File: config.mk
export PLATFORM = sky130hd
export DESIGN_NAME = tsa_timer
export DESIGN_NICKNAME = d
export VERILOG_FILES = /design/src/pkg/tsa_pkg.sv /design/src/verilog/tsa_edge_filter.sv /design/src/verilog/tsa_timer.sv
export SDC_FILE = /design/constraint.sdc
export NUM_CORES = 1
export LEC_CHECK = 0
export BUFFER_PORTS_ARGS = -buffer_cell sky130_fd_sc_hd__buf_2
export CAP_MARGIN = 20
export CORE_UTILIZATION = 60
export DETAILED_ROUTE_END_ITERATION = 10
export PLACE_DENSITY = 0.76
export RECOVER_POWER = 50
export SYNTH_ARGS = -nofsm -noshare
export SYNTH_HDL_FRONTEND = slang
export SYNTH_HIERARCHICAL = 1
export SYNTH_SLANG_ARGS = --single-unit
File: constraint.sdc
create_clock -name mclk -period 5.5 [get_ports mclk]
set_input_delay 0.55 -clock mclk [delete_from_list [all_inputs] [get_ports mclk]]
set_output_delay 0.55 -clock mclk [all_outputs]
set_load 0.03 [all_outputs]
File: src/pkg/tsa_pkg.sv
// constants shared by the sixteen-bit timer and its input conditioning
package tsa_pkg;

    // ------------------------------------------------------------
    // bus geometry
    // ------------------------------------------------------------
    localparam int ADDR_W = 4;
    localparam int DATA_W = 8;
    localparam int CNT_W  = 16;
    localparam int PRE_W  = 10;

    // ------------------------------------------------------------
    // register offsets
    // ------------------------------------------------------------
    localparam logic [ADDR_W-1:0] REG_CTRL_A = 4'h0;
    localparam logic [ADDR_W-1:0] REG_CTRL_B = 4'h1;
    localparam logic [ADDR_W-1:0] REG_CNT_L  = 4'h2;
    localparam logic [ADDR_W-1:0] REG_CNT_H  = 4'h3;
    localparam logic [ADDR_W-1:0] REG_CMPA_L = 4'h4;
    localparam logic [ADDR_W-1:0] REG_CMPA_H = 4'h5;
    localparam logic [ADDR_W-1:0] REG_CMPB_L = 4'h6;
    localparam logic [ADDR_W-1:0] REG_CMPB_H = 4'h7;
    localparam logic [ADDR_W-1:0] REG_CAP_L  = 4'h8;
    localparam logic [ADDR_W-1:0] REG_CAP_H  = 4'h9;
    localparam logic [ADDR_W-1:0] REG_FLAG   = 4'hA;
    localparam logic [ADDR_W-1:0] REG_MASK   = 4'hB;
    localparam logic [ADDR_W-1:0] REG_POWER  = 4'hC;

    // ------------------------------------------------------------
    // field positions
    // ------------------------------------------------------------
    localparam int CTRLA_WGM_LSB  = 0;
    localparam int CTRLA_ENB_BIT  = 5;
    localparam int CTRLA_ENA_BIT  = 7;
    localparam int CTRLB_CS_LSB   = 0;
    localparam int CTRLB_WGM_LSB  = 3;
    localparam int CTRLB_SRC_BIT  = 5;
    localparam int CTRLB_EDGE_BIT = 6;
    localparam int CTRLB_NOISE_BIT = 7;
    localparam int FLAG_OVF_BIT   = 0;
    localparam int FLAG_CMPA_BIT  = 1;
    localparam int FLAG_CMPB_BIT  = 2;
    localparam int FLAG_CAP_BIT   = 3;
    localparam int NUM_FLAGS      = 4;
    localparam int POWER_OFF_BIT  = 0;

    // ------------------------------------------------------------
    // reset values
    // ------------------------------------------------------------
    localparam logic [DATA_W-1:0]    RST_BYTE  = 8'h00;
    localparam logic [CNT_W-1:0]     RST_WORD  = 16'h0000;
    localparam logic [NUM_FLAGS-1:0] RST_FLAGS = 4'h0;
    localparam logic                 RST_POWER = 1'b0;

    // ------------------------------------------------------------
    // clock source select codes
    // ------------------------------------------------------------
    localparam logic [2:0] CS_STOP     = 3'h0;
    localparam logic [2:0] CS_DIV1     = 3'h1;
    localparam logic [2:0] CS_DIV8     = 3'h2;
    localparam logic [2:0] CS_DIV64    = 3'h3;
    localparam logic [2:0] CS_DIV256   = 3'h4;
    localparam logic [2:0] CS_DIV1024  = 3'h5;
    localparam logic [2:0] CS_EXT_FALL = 3'h6;
    localparam logic [2:0] CS_EXT_RISE = 3'h7;

    localparam logic [PRE_W-1:0] PRE_MASK8    = 10'h007;
    localparam logic [PRE_W-1:0] PRE_MASK64   = 10'h03F;
    localparam logic [PRE_W-1:0] PRE_MASK256  = 10'h0FF;
    localparam logic [PRE_W-1:0] PRE_MASK1024 = 10'h3FF;

    // ------------------------------------------------------------
    // counting modes and ceilings
    // ------------------------------------------------------------
    localparam logic [3:0] MODE_NORMAL   = 4'h0;
    localparam logic [3:0] MODE_PWM8     = 4'h1;
    localparam logic [3:0] MODE_PWM9     = 4'h2;
    localparam logic [3:0] MODE_PWM10    = 4'h3;
    localparam logic [3:0] MODE_CTC_A    = 4'h4;
    localparam logic [3:0] MODE_FAST8    = 4'h5;
    localparam logic [3:0] MODE_FAST9    = 4'h6;
    localparam logic [3:0] MODE_FAST10   = 4'h7;
    localparam logic [3:0] MODE_CTC_CAP  = 4'hC;
    localparam logic [3:0] MODE_FAST_CAP = 4'hE;
    localparam logic [3:0] MODE_FAST_A   = 4'hF;

    localparam logic [CNT_W-1:0] CNT_BOTTOM = 16'h0000;
    localparam logic [CNT_W-1:0] CNT_MAX    = 16'hFFFF;
    localparam logic [CNT_W-1:0] TOP_8BIT   = 16'h00FF;
    localparam logic [CNT_W-1:0] TOP_9BIT   = 16'h01FF;
    localparam logic [CNT_W-1:0] TOP_10BIT  = 16'h03FF;

    // consecutive equal samples the capture filter needs
    localparam int NOISE_SAMPLES = 4;

endpackage : tsa_pkg

File: src/verilog/tsa_edge_filter.sv
// pin synchroniser, optional noise filter and edge detector
`timescale 1ns/1ps
`default_nettype none

module tsa_edge_filter
#(
    parameter int SAMPLES = tsa_pkg::NOISE_SAMPLES
)
(
    input  wire logic mclk,
    input  wire logic rstn,
    input  wire logic pinIn,
    input  wire logic filterOn,
    input  wire logic risingSel,
    output logic      edgeEvt
);
    import tsa_pkg::*;

    logic               sync1_ff;
    logic               sync2_ff;
    logic [SAMPLES-1:0] hist_ff;
    logic               level_ff;
    logic               prev_ff;

    // ------------------------------------------------------------
    // synchroniser: stage one feeds stage two only
    // ------------------------------------------------------------
    always_ff @(posedge mclk or negedge rstn)
    begin
        if (!rstn)
        begin
            sync1_ff <= 1'b0;
            sync2_ff <= 1'b0;
        end
        else
        begin
            sync1_ff <= pinIn;
            sync2_ff <= sync1_ff;
        end
    end

    // ------------------------------------------------------------
    // filter: level moves only after SAMPLES equal samples
    // ------------------------------------------------------------
    always_ff @(posedge mclk or negedge rstn)
    begin
        if (!rstn)
        begin
            hist_ff  <= '0;
            level_ff <= 1'b0;
        end
        else
        begin
            hist_ff <= {hist_ff[SAMPLES-2:0], sync2_ff};
            if (!filterOn)
                level_ff <= sync2_ff;
            else if (&hist_ff)
                level_ff <= 1'b1;
            else if (~|hist_ff)
                level_ff <= 1'b0;
        end
    end

    // ------------------------------------------------------------
    // edge detect
    // ------------------------------------------------------------
    always_ff @(posedge mclk or negedge rstn)
    begin
        if (!rstn)
        begin
            prev_ff <= 1'b0;
            edgeEvt <= 1'b0;
        end
        else
        begin
            prev_ff <= level_ff;
            edgeEvt <= risingSel ? (level_ff & ~prev_ff) : (~level_ff & prev_ff);
        end
    end

endmodule : tsa_edge_filter

`default_nettype wire

File: src/verilog/tsa_timer.sv
// sixteen-bit timer with byte-wide register access through a shared high-byte latch
//
// Operation
// - four interrupt sources, each with own flag
// - sixteen-bit count, compares, capture; byte controls
// - flags in flag register, gated by mask bits
// - count on prescaled or external pin tick
// - compare continuously; match sets flag, drives wave
// - capture count on filtered pin or comparator edge
// - ceiling from fixed values, compare A, capture
// - fast compare A ceiling: no A wave, buffered
// - bottom zero, max all ones, top ceiling
// - one shared high-byte latch per timer
// - low write loads latch and low together
// - count or capture low read copies high byte into latch
// - compare reads bypass the shared latch
// - cpu count write beats clear and count
// - select zero stops count, access stays
// - capture flag set with capture copy
`timescale 1ns/1ps
`default_nettype none

module tsa_timer
(
    input  wire logic                        mclk,
    input  wire logic                        rstn,
    input  wire logic [tsa_pkg::ADDR_W-1:0]  regAddr,
    input  wire logic [tsa_pkg::DATA_W-1:0]  regWdata,
    input  wire logic                        regWr,
    input  wire logic                        regRd,
    output logic      [tsa_pkg::DATA_W-1:0]  regRdata,
    input  wire logic                        externalCountPin,
    input  wire logic                        capturePin,
    input  wire logic                        comparatorOutput,
    output logic                             waveOutA,
    output logic                             waveOutB,
    output logic                             overflowReq,
    output logic                             compareAReq,
    output logic                             compareBReq,
    output logic                             captureReq
);
    import tsa_pkg::*;

    // ------------------------------------------------------------
    // decoding helpers
    // ------------------------------------------------------------
    function automatic logic isPwm(input logic [3:0] m);
        isPwm = (m == MODE_PWM8) || (m == MODE_PWM9) || (m == MODE_PWM10) ||
                (m == MODE_FAST8) || (m == MODE_FAST9) || (m == MODE_FAST10) ||
                (m == MODE_FAST_CAP) || (m == MODE_FAST_A);
    endfunction : isPwm

    function automatic logic [CNT_W-1:0] topOf(input logic [3:0] m,
                                               input logic [CNT_W-1:0] cmpA,
                                               input logic [CNT_W-1:0] cap);
        unique case (m)
            MODE_PWM8, MODE_FAST8:            topOf = TOP_8BIT;
            MODE_PWM9, MODE_FAST9:            topOf = TOP_9BIT;
            MODE_PWM10, MODE_FAST10:          topOf = TOP_10BIT;
            MODE_CTC_A, MODE_FAST_A:          topOf = cmpA;
            MODE_CTC_CAP, MODE_FAST_CAP:      topOf = cap;
            default:                          topOf = CNT_MAX;
        endcase
    endfunction : topOf

    function automatic logic waveNext(input logic cur, input logic en, input logic pwm,
                                      input logic wrap, input logic match);
        if (!en)
            waveNext = 1'b0;
        else if (pwm)
            waveNext = match ? 1'b0 : (wrap ? 1'b1 : cur);
        else
            waveNext = match ? ~cur : cur;
    endfunction : waveNext

    // ------------------------------------------------------------
    // state
    // ------------------------------------------------------------
    logic [DATA_W-1:0]    ctrlA_ff;
    logic [DATA_W-1:0]    ctrlB_ff;
    logic [NUM_FLAGS-1:0] mask_ff;
    logic [NUM_FLAGS-1:0] flags_ff;
    logic                 powerOff_ff;
    logic [DATA_W-1:0]    temp_ff;
    logic [CNT_W-1:0]     count_ff;
    logic [CNT_W-1:0]     cmpABuf_ff;
    logic [CNT_W-1:0]     cmpBBuf_ff;
    logic [CNT_W-1:0]     cmpA_ff;
    logic [CNT_W-1:0]     cmpB_ff;
    logic [CNT_W-1:0]     capture_ff;
    logic [PRE_W-1:0]     pre_ff;
    logic                 blockMatch_ff;

    logic [3:0]           mode;
    logic [2:0]           clkSel;
    logic                 pwmMode;
    logic [CNT_W-1:0]     top;
    logic                 atTop;
    logic                 tick;
    logic                 extEdge;
    logic                 capEdge;
    logic                 capIsTop;
    logic                 capEvt;
    logic                 matchA;
    logic                 matchB;
    logic                 wrapEvt;
    logic                 wrCntL;
    logic                 wrCapL;
    logic [NUM_FLAGS-1:0] flagSet;
    logic [NUM_FLAGS-1:0] flagClr;
    logic [DATA_W-1:0]    readValue;

    assign mode     = {ctrlB_ff[CTRLB_WGM_LSB +: 2], ctrlA_ff[CTRLA_WGM_LSB +: 2]};
    assign clkSel   = ctrlB_ff[CTRLB_CS_LSB +: 3];
    assign pwmMode  = isPwm(mode);
    assign top      = topOf(mode, cmpA_ff, capture_ff);
    assign atTop    = (count_ff == top);
    assign capIsTop = (mode == MODE_CTC_CAP) || (mode == MODE_FAST_CAP);
    assign wrCntL   = regWr && (regAddr == REG_CNT_L);
    assign wrCapL   = regWr && (regAddr == REG_CAP_L);

    // ------------------------------------------------------------
    // input conditioning
    // ------------------------------------------------------------
    tsa_edge_filter #(.SAMPLES(NOISE_SAMPLES)) u_extPin
    (
        .mclk      (mclk),
        .rstn      (rstn),
        .pinIn     (externalCountPin),
        .filterOn  (1'b0),
        .risingSel (clkSel == CS_EXT_RISE),
        .edgeEvt   (extEdge)
    );

    // source mux sits ahead of the synchroniser so both share one filter
    tsa_edge_filter #(.SAMPLES(NOISE_SAMPLES)) u_capPin
    (
        .mclk      (mclk),
        .rstn      (rstn),
        .pinIn     (ctrlB_ff[CTRLB_SRC_BIT] ? comparatorOutput : capturePin),
        .filterOn  (ctrlB_ff[CTRLB_NOISE_BIT]),
        .risingSel (ctrlB_ff[CTRLB_EDGE_BIT]),
        .edgeEvt   (capEdge)
    );

    // ------------------------------------------------------------
    // prescaler and tick select
    // ------------------------------------------------------------
    always_ff @(posedge mclk or negedge rstn)
    begin
        if (!rstn)
            pre_ff <= '0;
        else
            pre_ff <= pre_ff + 10'h001;
    end

    always_comb
    begin
        unique case (clkSel)
            CS_STOP:                  tick = 1'b0;
            CS_DIV1:                  tick = 1'b1;
            CS_DIV8:                  tick = (pre_ff & PRE_MASK8) == PRE_MASK8;
            CS_DIV64:                 tick = (pre_ff & PRE_MASK64) == PRE_MASK64;
            CS_DIV256:                tick = (pre_ff & PRE_MASK256) == PRE_MASK256;
            CS_DIV1024:               tick = (pre_ff & PRE_MASK1024) == PRE_MASK1024;
            CS_EXT_FALL, CS_EXT_RISE: tick = extEdge;
        endcase
        // power-off freezes the timer; software must clear it first
        if (powerOff_ff)
            tick = 1'b0;
    end

    // ------------------------------------------------------------
    // events
    // ------------------------------------------------------------
    // a count write suppresses the match on the following tick
    assign matchA  = tick && !wrCntL && !blockMatch_ff && (count_ff == cmpA_ff);
    assign matchB  = tick && !wrCntL && !blockMatch_ff && (count_ff == cmpB_ff);
    assign wrapEvt = tick && !wrCntL && atTop;
    assign capEvt  = capEdge && !powerOff_ff && !capIsTop && !wrCapL;

    assign flagSet = {capEvt, matchB, matchA, wrapEvt};
    assign flagClr = (regWr && (regAddr == REG_FLAG)) ? regWdata[NUM_FLAGS-1:0] : RST_FLAGS;

    always_ff @(posedge mclk or negedge rstn)
    begin
        if (!rstn)
            blockMatch_ff <= 1'b0;
        else if (wrCntL)
            blockMatch_ff <= 1'b1;
        else if (tick)
            blockMatch_ff <= 1'b0;
    end

    // ------------------------------------------------------------
    // counter
    // ------------------------------------------------------------
    always_ff @(posedge mclk or negedge rstn)
    begin
        if (!rstn)
            count_ff <= RST_WORD;
        else if (wrCntL)
            count_ff <= {temp_ff, regWdata};
        else if (tick)
            count_ff <= atTop ? CNT_BOTTOM : count_ff + 16'h0001;
    end

    // ------------------------------------------------------------
    // compare registers, double buffered
    // ------------------------------------------------------------
    always_ff @(posedge mclk or negedge rstn)
    begin
        if (!rstn)
        begin
            cmpABuf_ff <= RST_WORD;
            cmpBBuf_ff <= RST_WORD;
        end
        else
        begin
            if (regWr && (regAddr == REG_CMPA_L))
                cmpABuf_ff <= {temp_ff, regWdata};
            if (regWr && (regAddr == REG_CMPB_L))
                cmpBBuf_ff <= {temp_ff, regWdata};
        end
    end

    // pwm modes take the new value only at the wrap, so a period is never cut short
    always_ff @(posedge mclk or negedge rstn)
    begin
        if (!rstn)
        begin
            cmpA_ff <= RST_WORD;
            cmpB_ff <= RST_WORD;
        end
        else if (!pwmMode || wrapEvt)
        begin
            cmpA_ff <= cmpABuf_ff;
            cmpB_ff <= cmpBBuf_ff;
        end
    end

    // ------------------------------------------------------------
    // capture register
    // ------------------------------------------------------------
    always_ff @(posedge mclk or negedge rstn)
    begin
        if (!rstn)
            capture_ff <= RST_WORD;
        else if (wrCapL)
            capture_ff <= {temp_ff, regWdata};
        else if (capEvt)
            capture_ff <= count_ff;
    end

    // ------------------------------------------------------------
    // shared high-byte latch
    // ------------------------------------------------------------
    always_ff @(posedge mclk or negedge rstn)
    begin
        if (!rstn)
            temp_ff <= RST_BYTE;
        else if (regWr && (regAddr == REG_CNT_H || regAddr == REG_CMPA_H ||
                           regAddr == REG_CMPB_H || regAddr == REG_CAP_H))
            temp_ff <= regWdata;
        else if (regRd && regAddr == REG_CNT_L)
            temp_ff <= count_ff[CNT_W-1:DATA_W];
        else if (regRd && regAddr == REG_CAP_L)
            temp_ff <= capture_ff[CNT_W-1:DATA_W];
    end

    // ------------------------------------------------------------
    // control, mask, power and flags
    // ------------------------------------------------------------
    always_ff @(posedge mclk or negedge rstn)
    begin
        if (!rstn)
        begin
            ctrlA_ff    <= RST_BYTE;
            ctrlB_ff    <= RST_BYTE;
            mask_ff     <= RST_FLAGS;
            powerOff_ff <= RST_POWER;
        end
        else if (regWr)
        begin
            if (regAddr == REG_CTRL_A)
                ctrlA_ff <= regWdata;
            if (regAddr == REG_CTRL_B)
                ctrlB_ff <= regWdata;
            if (regAddr == REG_MASK)
                mask_ff <= regWdata[NUM_FLAGS-1:0];
            if (regAddr == REG_POWER)
                powerOff_ff <= regWdata[POWER_OFF_BIT];
        end
    end

    // write-one clears; an event in the same cycle wins
    always_ff @(posedge mclk or negedge rstn)
    begin
        if (!rstn)
            flags_ff <= RST_FLAGS;
        else
            flags_ff <= (flags_ff & ~flagClr) | flagSet;
    end

    always_ff @(posedge mclk or negedge rstn)
    begin
        if (!rstn)
        begin
            overflowReq <= 1'b0;
            compareAReq <= 1'b0;
            compareBReq <= 1'b0;
            captureReq  <= 1'b0;
        end
        else
        begin
            overflowReq <= flags_ff[FLAG_OVF_BIT] & mask_ff[FLAG_OVF_BIT];
            compareAReq <= flags_ff[FLAG_CMPA_BIT] & mask_ff[FLAG_CMPA_BIT];
            compareBReq <= flags_ff[FLAG_CMPB_BIT] & mask_ff[FLAG_CMPB_BIT];
            captureReq  <= flags_ff[FLAG_CAP_BIT] & mask_ff[FLAG_CAP_BIT];
        end
    end

    // ------------------------------------------------------------
    // waveform outputs
    // ------------------------------------------------------------
    always_ff @(posedge mclk or negedge rstn)
    begin
        if (!rstn)
        begin
            waveOutA <= 1'b0;
            waveOutB <= 1'b0;
        end
        else
        begin
            // compare A is the ceiling here, so channel A carries no pwm
            waveOutA <= waveNext(waveOutA, ctrlA_ff[CTRLA_ENA_BIT] && mode != MODE_FAST_A,
                                 pwmMode, wrapEvt, matchA);
            waveOutB <= waveNext(waveOutB, ctrlA_ff[CTRLA_ENB_BIT], pwmMode, wrapEvt, matchB);
        end
    end

    // ------------------------------------------------------------
    // register read
    // ------------------------------------------------------------
    always_comb
    begin
        unique case (regAddr)
            REG_CTRL_A: readValue = ctrlA_ff;
            REG_CTRL_B: readValue = ctrlB_ff;
            REG_CNT_L:  readValue = count_ff[DATA_W-1:0];
            REG_CNT_H:  readValue = temp_ff;
            REG_CMPA_L: readValue = cmpABuf_ff[DATA_W-1:0];
            REG_CMPA_H: readValue = cmpABuf_ff[CNT_W-1:DATA_W];
            REG_CMPB_L: readValue = cmpBBuf_ff[DATA_W-1:0];
            REG_CMPB_H: readValue = cmpBBuf_ff[CNT_W-1:DATA_W];
            REG_CAP_L:  readValue = capture_ff[DATA_W-1:0];
            REG_CAP_H:  readValue = temp_ff;
            REG_FLAG:   readValue = {4'h0, flags_ff};
            REG_MASK:   readValue = {4'h0, mask_ff};
            REG_POWER:  readValue = {7'h00, powerOff_ff};
            default:    readValue = RST_BYTE;
        endcase
    end

    always_ff @(posedge mclk or negedge rstn)
    begin
        if (!rstn)
            regRdata <= RST_BYTE;
        else
            regRdata <= regRd ? readValue : RST_BYTE;
    end

endmodule : tsa_timer

`default_nettype wire

==> flow_summary.yaml, run 1 <==
route:
  detailroute.via_count: 7647
  drt_first_pass_iters: 6
  detail_route.wirelength_um: 28200
  ant_nets: 0
  drt-initial-drc-count: 932
  drt-wirelength-per-cell_um: 25.7
  detail_route.drc_violations: 0
  via_density_per_instance: 6.96
floorplan:
  initial_utilization_pct: 62.5
  total_die_area_um2: 15900
  fp.dieW_um: 126
  floorplan.io_pins: 33
  rows: 44
  die_height_um: 126
  core-area_um2: 14800
placed_design:
  dp_slack_ps: 1330
  port_buffers: 32
  dp_hpwl_um: 19200
  gp_congestion: 0.969
  post-place-cells: 1065
clock_network:
  cts_resized: 0
  cts.clk_slew.worst_paths_ps: 70
  tritoncts_num_sinks: 172
  ctsRootBufferMaster: "clkbuf_16"
  cts_setup_buffers: 0
  cts_made_buffers: 17
  clock_path_buffers: 2
  cts_tree: "done"
  ctsHtreeMaxLevel: 4
  clk-insertion-delay-late_ps: 440
  post_cts_hold_buffer_count: 0
timing:
  max_slew.worst_pin.slew_ps: 3340
  fin_tns_setup_ps: 0
  final.setup.worst_slack_ps: 1500
  final.setup_skew_ps: 10.8
  report.final.setup_viol: 0
  slew_viol_final: 65
  max_slew_margin_pct: -123
  period_needed_ps: 4000
  fmax_mhz: 250
  rsz0062_at_grt: "false"
  hold_viol: 0
  post_route_clock_period_utilization_pct: 72.7
outcome:
  run_status: "finished with violations"
  failed_checks: "capacitance limit, slew limit"
worst_setup_path:
  path_class: "flop to flop"
  reg2reg_from: "ctrlB_ff[4]"
  setup.reg_to_reg.worst_slack_ps: 1500
  r2r_cells: 8
  critical_path_required_time_ps: 5770
  worstReg2RegEnd: "count_ff[5]"
  setup.worst_path.start_class: "flop"
  worst_ep_arrival_time_ps: 4270
  worst_setup_end_kind: "flop"
  critical_path.startpoint: "ctrlB_ff[4]"
  endpoint: "count_ff[5]"
  cp_max_fo: 32
global_route:
  first_pass_grt_wire_length_um: 43900
  number_of_global_route_vias_before_repair: 7594
  globalRouteTotalUtil_pct: 37.5
  grt_remaining_overflow: 0
  antenna_violations_before_repair: 0
  grt_start_max_net_pins: 65
power_and_ir_drop:
  pwr_density_cell_nw_per_um2: 451
  total_leakage_power_nw: 4.46
  p_total_mw: 4.53
  max-vdd-ir-drop_uv: 279
flow_run:
  cap_viol_max_count: 1
logic_synthesis:
  synth-edff-count: 0
  number_of_instances_in_the_synthesized_netlist: 905
  synth_sequential_area_ratio_pct: 46.7
  avgSynthCellArea_um2: 10.2
  yosys_register_bits: 172
  dominant_register_cell_in_the_synthesized_netlist: "dfrtp_1"
  asyncSetResetFlopFracSynth_pct: 100
  synth.yosys.warnings: 6
  yosysUniqueCellTypes: 71
  syn-cell-area_um2: 9230
worst_hold_path:
  hold_crit_path_type: "input port to flop"
final_layout:
  area_overhead_of_the_layout_relative_to_synthesis_pct: 8.72
  post_route_cells_drive_above_1_share_pct: 15.1
  layout.nets: 923
  num_antenna_cells: 0
  fin_cells: 1098
==> layer usage <==
metal	up-vias	GRT usage, %	routed length, um
met3	100	7.60	2830
met5	-	0	0
li1	3289	-	-
met1	3795	52.6	11500
met2	463	56.1	12500
met4	0	18.2	1330
==> flip-flops by register name, indices dropped and copies added (netlist names), 8 cells and up <==
name        flops
capture_ff     16
cmpABuf_ff     16
cmpA_ff        16
cmpBBuf_ff     16
cmpB_ff        16
count_ff       16
pre_ff         10
ctrlA_ff        8
ctrlB_ff        8
regRdata        8
temp_ff         8
==> cells in the final DEF (no fill, tap or decap), types with 5 or more instances in the layout <==
master	synthesis	routed
nand3_1	17	17
dfrtp_1	172	172
and2_1	10	6
clkbuf_1	49	11
a22oi_1	15	15
nand3b_1	6	6
nor2b_1	5	5
nand2_1	52	52
inv_8	0	7
nand2b_1	17	17
a21oi_1	47	47
nand4b_1	7	7
mux2i_1	29	29
nor2_1	73	73
buf_2	7	21
xnor2_1	16	16
o31ai_1	11	11
nand4_1	19	19
or3_1	5	5
clkbuf_16	0	17
nor4_1	22	22
nor3_1	18	18
a31oi_1	8	8
and3_1	19	19
buf_4	3	10
o22ai_1	10	10
inv_1	17	17
a32oi_1	5	5
o21ai_0	36	36
xor2_1	38	38
mux2_2	60	60
mux2_1	30	30
==> per-stage QoR <==
stage | hold WS [ps] | utilization, % | instance area [um^2]
floorplan | 254 | - | 9230
global placement | 343 | 63.8 | 9420
detailed placement | 336 | 63.8 | 9420
CTS | 109 | 68.0 | 10000
global route | 211 | 68.0 | 10000
finish | 221 | 68.0 | 10000
==> cell usage after synthesis, drive strengths merged, types with 3 or more instances <==
cell     instances  area share, %
a2111oi          3           0.28
or3              5           0.34
o31ai           11           0.90
nor4            23            1.6
or2              3           0.20
nand2           52            2.1
xor2            38            3.6
nor2            73            3.0
a221oi           4           0.38
nor3            19            1.2
o221a            3           0.37
a22oi           15            1.2
a211oi           4           0.33
nor3b            4           0.33
o22ai           10           0.68
mux2            90             11
nand2b          17            1.2
a21oi           47            2.5
nor2b            5           0.34
clkbuf          49            2.0
a32oi            5           0.47
o32ai            3           0.28
mux2i           29            3.1
or4              3           0.33
inv             17           0.69
nand4           19            1.3
and3            19            1.3
dfrtp          172             47
o21ai           38            2.1
nand3           17           0.92
a22o             3           0.28
xnor2           16            1.5
o221ai           5           0.54
ha               3           0.41
and2            10           0.68
nand3b           6           0.49
a31oi            8           0.54
nand4b           7           0.66
buf             19            1.2
o21a             3           0.24
==> cell families (layout without fill, tap and decap cells) <==
logic type	after synthesis	in the layout	synth area share, %
AND/OR/NAND/NOR	291	291	16.8
AO/OA/AOI/OAI	180	180	12.9
flip-flops	172	172	46.7
multiplexers	119	119	14.1
buffers and inverters	85	93	3.92
XOR/XNOR	54	54	5.13
adder cells (fa/ha/maj)	3	3	0.407
other	1	2	0.0406
==> worst min path at each step <==
stage	from	end	slack (ps)	cells past startpoint
5_1_grt	externalCountPin	u_extPin/sync1_ff	210	1
4_1_cts	rstn	u_capPin/prev_ff	110	1
3_5_place_dp	u_capPin/sync1_ff	u_capPin/sync2_ff	340	0
2_1_floorplan	rstn	blockMatch_ff	250	0
3_3_place_gp	u_capPin/sync1_ff	u_capPin/sync2_ff	340	0
6_report	externalCountPin	u_extPin/sync1_ff	220	1
==> layout make-up <==
class                   count  area, um^2
clock buffers              18         439
clock inverters            14         168
fillers                  1153        4720
inverters                  17        63.8
multi-input cells         649        4570
flip-flops and latches    172        4300
well taps                 184         230
repair buffers             44         254
==> worst max-delay path, stage by stage (launching register included) <==
cell and delay, ps:
dfrtp_1 970, nand2b_1 360, o2111a_1 340, nor4_2 280
nand4_1 150, or4b_1 490, or4_4 450, nor3_4 640
nor4_1 160
==> power breakdown <==
| group | total, mW | switching, mW | internal (mW) |
|---|---|---|---|
| Sequential | 2.11 | 0.512 | 1.60 |
| Clock | 1.24 | 0.572 | 0.665 |
| Combinational | 1.18 | 0.616 | 0.564 |
| Total | 4.53 | 1.70 | 2.83 |
No activity file was read; power rests on OpenSTA's default activity.
==> run 2: changes to the inputs <==
clock period = 4.05 ns   (was 5.5 ns; I/O delays follow)
==> run 2 against run 1 <==
The flow still finishes with violations (capacitance limit, slew limit). Non-clock buffer count grew 6. Count of clock-buffer cells in the layout down 1. Register-to-register slack worse by 1100 ps. Die area stayed put. First-iteration DRC count is 0.97% higher. Hold slack worse by 150 ps. Sequential power is 36% higher. Total power rose by 37%. Highest routed layer unchanged.
==> flow_summary.yaml, run 2 (synthesis results as in run 1) <==
global_route:
  number_of_global_route_vias_before_repair: 7400
  antenna_violations_before_repair: 0
  grt_start_max_net_pins: 105
  grt_remaining_overflow: 0
  globalRouteTotalUtil_pct: 37.5
  first_pass_grt_wire_length_um: 44200
timing:
  post_route_clock_period_utilization_pct: 89.8
  slew_viol_final: 105
  hold_viol: 0
  final.setup_skew_ps: 10.8
  rsz0062_at_grt: "false"
  final.setup.worst_slack_ps: 415
  period_needed_ps: 3640
  max_slew.worst_pin.slew_ps: 2630
  fmax_mhz: 275
  max_slew_margin_pct: -75.6
  fin_tns_setup_ps: 0
  report.final.setup_viol: 0
outcome:
  failed_checks: "capacitance limit, slew limit"
  run_status: "finished with violations"
clock_network:
  ctsRootBufferMaster: "clkbuf_16"
  cts.clk_slew.worst_paths_ps: 70
  clk-insertion-delay-late_ps: 440
  cts_resized: 0
  cts_made_buffers: 17
  clock_path_buffers: 2
  tritoncts_num_sinks: 172
  cts_setup_buffers: 0
  post_cts_hold_buffer_count: 0
  cts_tree: "done"
  ctsHtreeMaxLevel: 4
worst_setup_path:
  critical_path.max_stage_delay_ps: 690
  critical_path.startpoint: "ctrlB_ff[4]"
  critical-path-slowest-cell: "dfrtp_1"
  reg2reg_from: "ctrlB_ff[4]"
  critical_path_required_time_ps: 4370
  cp_max_fo: 32
  setup.worst_path.start_class: "flop"
  worst_ep_arrival_time_ps: 3950
  worst_setup_end_kind: "flop"
  path_class: "flop to flop"
  worstPathCellList: "or3_1, nor2_1, or2_2, o32a_1, o211a_1, or4_4, o21ai_4, buf_4, mux2_2"
route:
  wl_met2_um: 12700
  ant_nets: 0
  met3_wirelength_um: 2890
  detailroute.via_count: 7607
  detail_route.drc_violations: 0
  route.layer.met1.wl_um: 11700
  drt_first_pass_iters: 6
  drt-initial-drc-count: 941
  via_density_per_instance: 6.89
  routed.top_layer: "met4"
  drt-wirelength-per-cell_um: 25.8
  detail_route.wirelength_um: 28400
placed_design:
  dp_hpwl_um: 19500
  post_dp_cell_area_um2: 9480
  gp_congestion: 1.05
  port_buffers: 32
  dp_slack_ps: 533
power_and_ir_drop:
  total_leakage_power_nw: 4.53
  power_switching_mw: 2.36
  power.share.clock_pct: 27.5
  sw_frac_of_total_pct: 38.1
  seqPwrFrac_pct: 46.2
  power.internal_mw: 3.83
  max-vdd-ir-drop_uv: 571
  combPwrFrac_pct: 26.3
  pwr_density_cell_nw_per_um2: 614
floorplan:
  fp.dieW_um: 126
  core-area_um2: 14800
  die_height_um: 126
  rows: 44
  initial_utilization_pct: 62.5
  floorplan.io_pins: 33
  total_die_area_um2: 15900
final_layout:
  post_route_cells_drive_above_1_share_pct: 16.7
  layout.nets: 929
  area_overhead_of_the_layout_relative_to_synthesis_pct: 9.30
  final_area_um2: 10100
  most-common-layout-cells: "dfrtp_1 (172), nor2_1 (73), mux2_2 (59)"
  num_antenna_cells: 0
  layout_commonest_cell: "dfrtp_1"
worst_hold_path:
  hold_crit_path_type: "input port to flop"
  hold_path_startpoint: "externalCountPin"
flow_run:
  cap_viol_max_count: 1
## run 2: power by group through the flow
| stage | Sequential [mW] | Combinational (mW) | Clock (mW) |
|---|---|---|---|
| after floorplan | 2.51 | 1.30 | 0 |
| after global routing | 2.89 | 1.77 | 1.77 |
| final | 2.86 | 1.63 | 1.70 |
| after global placement | 2.83 | 1.55 | 0 |
| after CTS | 2.82 | 1.61 | 1.71 |
| after detailed placement | 2.85 | 1.60 | 0 |
## run 2: worst paths after layout
| path | endpoint | slack [ps] | cells after the start |
|---|---|---|---|
| max in group asynchronous | cmpABuf_ff[8] | 1000 | 2 |
| min in group asynchronous | u_capPin/hist_ff[2] | 790 | 1 |
| max reg2reg | cmpB_ff[0] | 410 | 9 |
| min reg2reg | u_capPin/sync2_ff | 350 | 0 |
| min | u_extPin/sync1_ff | 70 | 1 |
| max | cmpB_ff[0] | 410 | 9 |
## run 2: cell type report
class                           instances  area [um^2]
Timing Repair Buffer                   50          295
Inverter                               17         63.8
Tap cell                              184          230
Fill cell                            1162         4670
Clock inverter                         15          194
Clock buffer                           17          425
Sequential cell                       172         4300
Multi-Input combinational cell        649         4570
## run 2: stage by stage
stage          utilization [%]  instances  power [mW]  hold WS, ps
6_report                  68.4       1104        6.19         71.3
5_1_grt                   68.4       1104        6.43         62.9
4_1_cts                   68.5       1104        6.14         67.5
3_5_place_dp              64.3       1072        4.45          337
3_3_place_gp              64.3       1072        4.39          335
2_1_floorplan                -        906        3.80          109
## run 2: routing by layer
layer	GRT usage [%]	vias to the layer above
met4	17.6	0
met2	55.9	481
li1	-	3301
met1	53.6	3740
met3	6.54	85
met5	0	-
## run 2: critical path, delay by kind of cell, from the launching register on
kind            cells  cell delay, ps
simple gates        4            1370
compound gates      3             590
mux                 1             400
buf+inv             1             440
flops               1             690
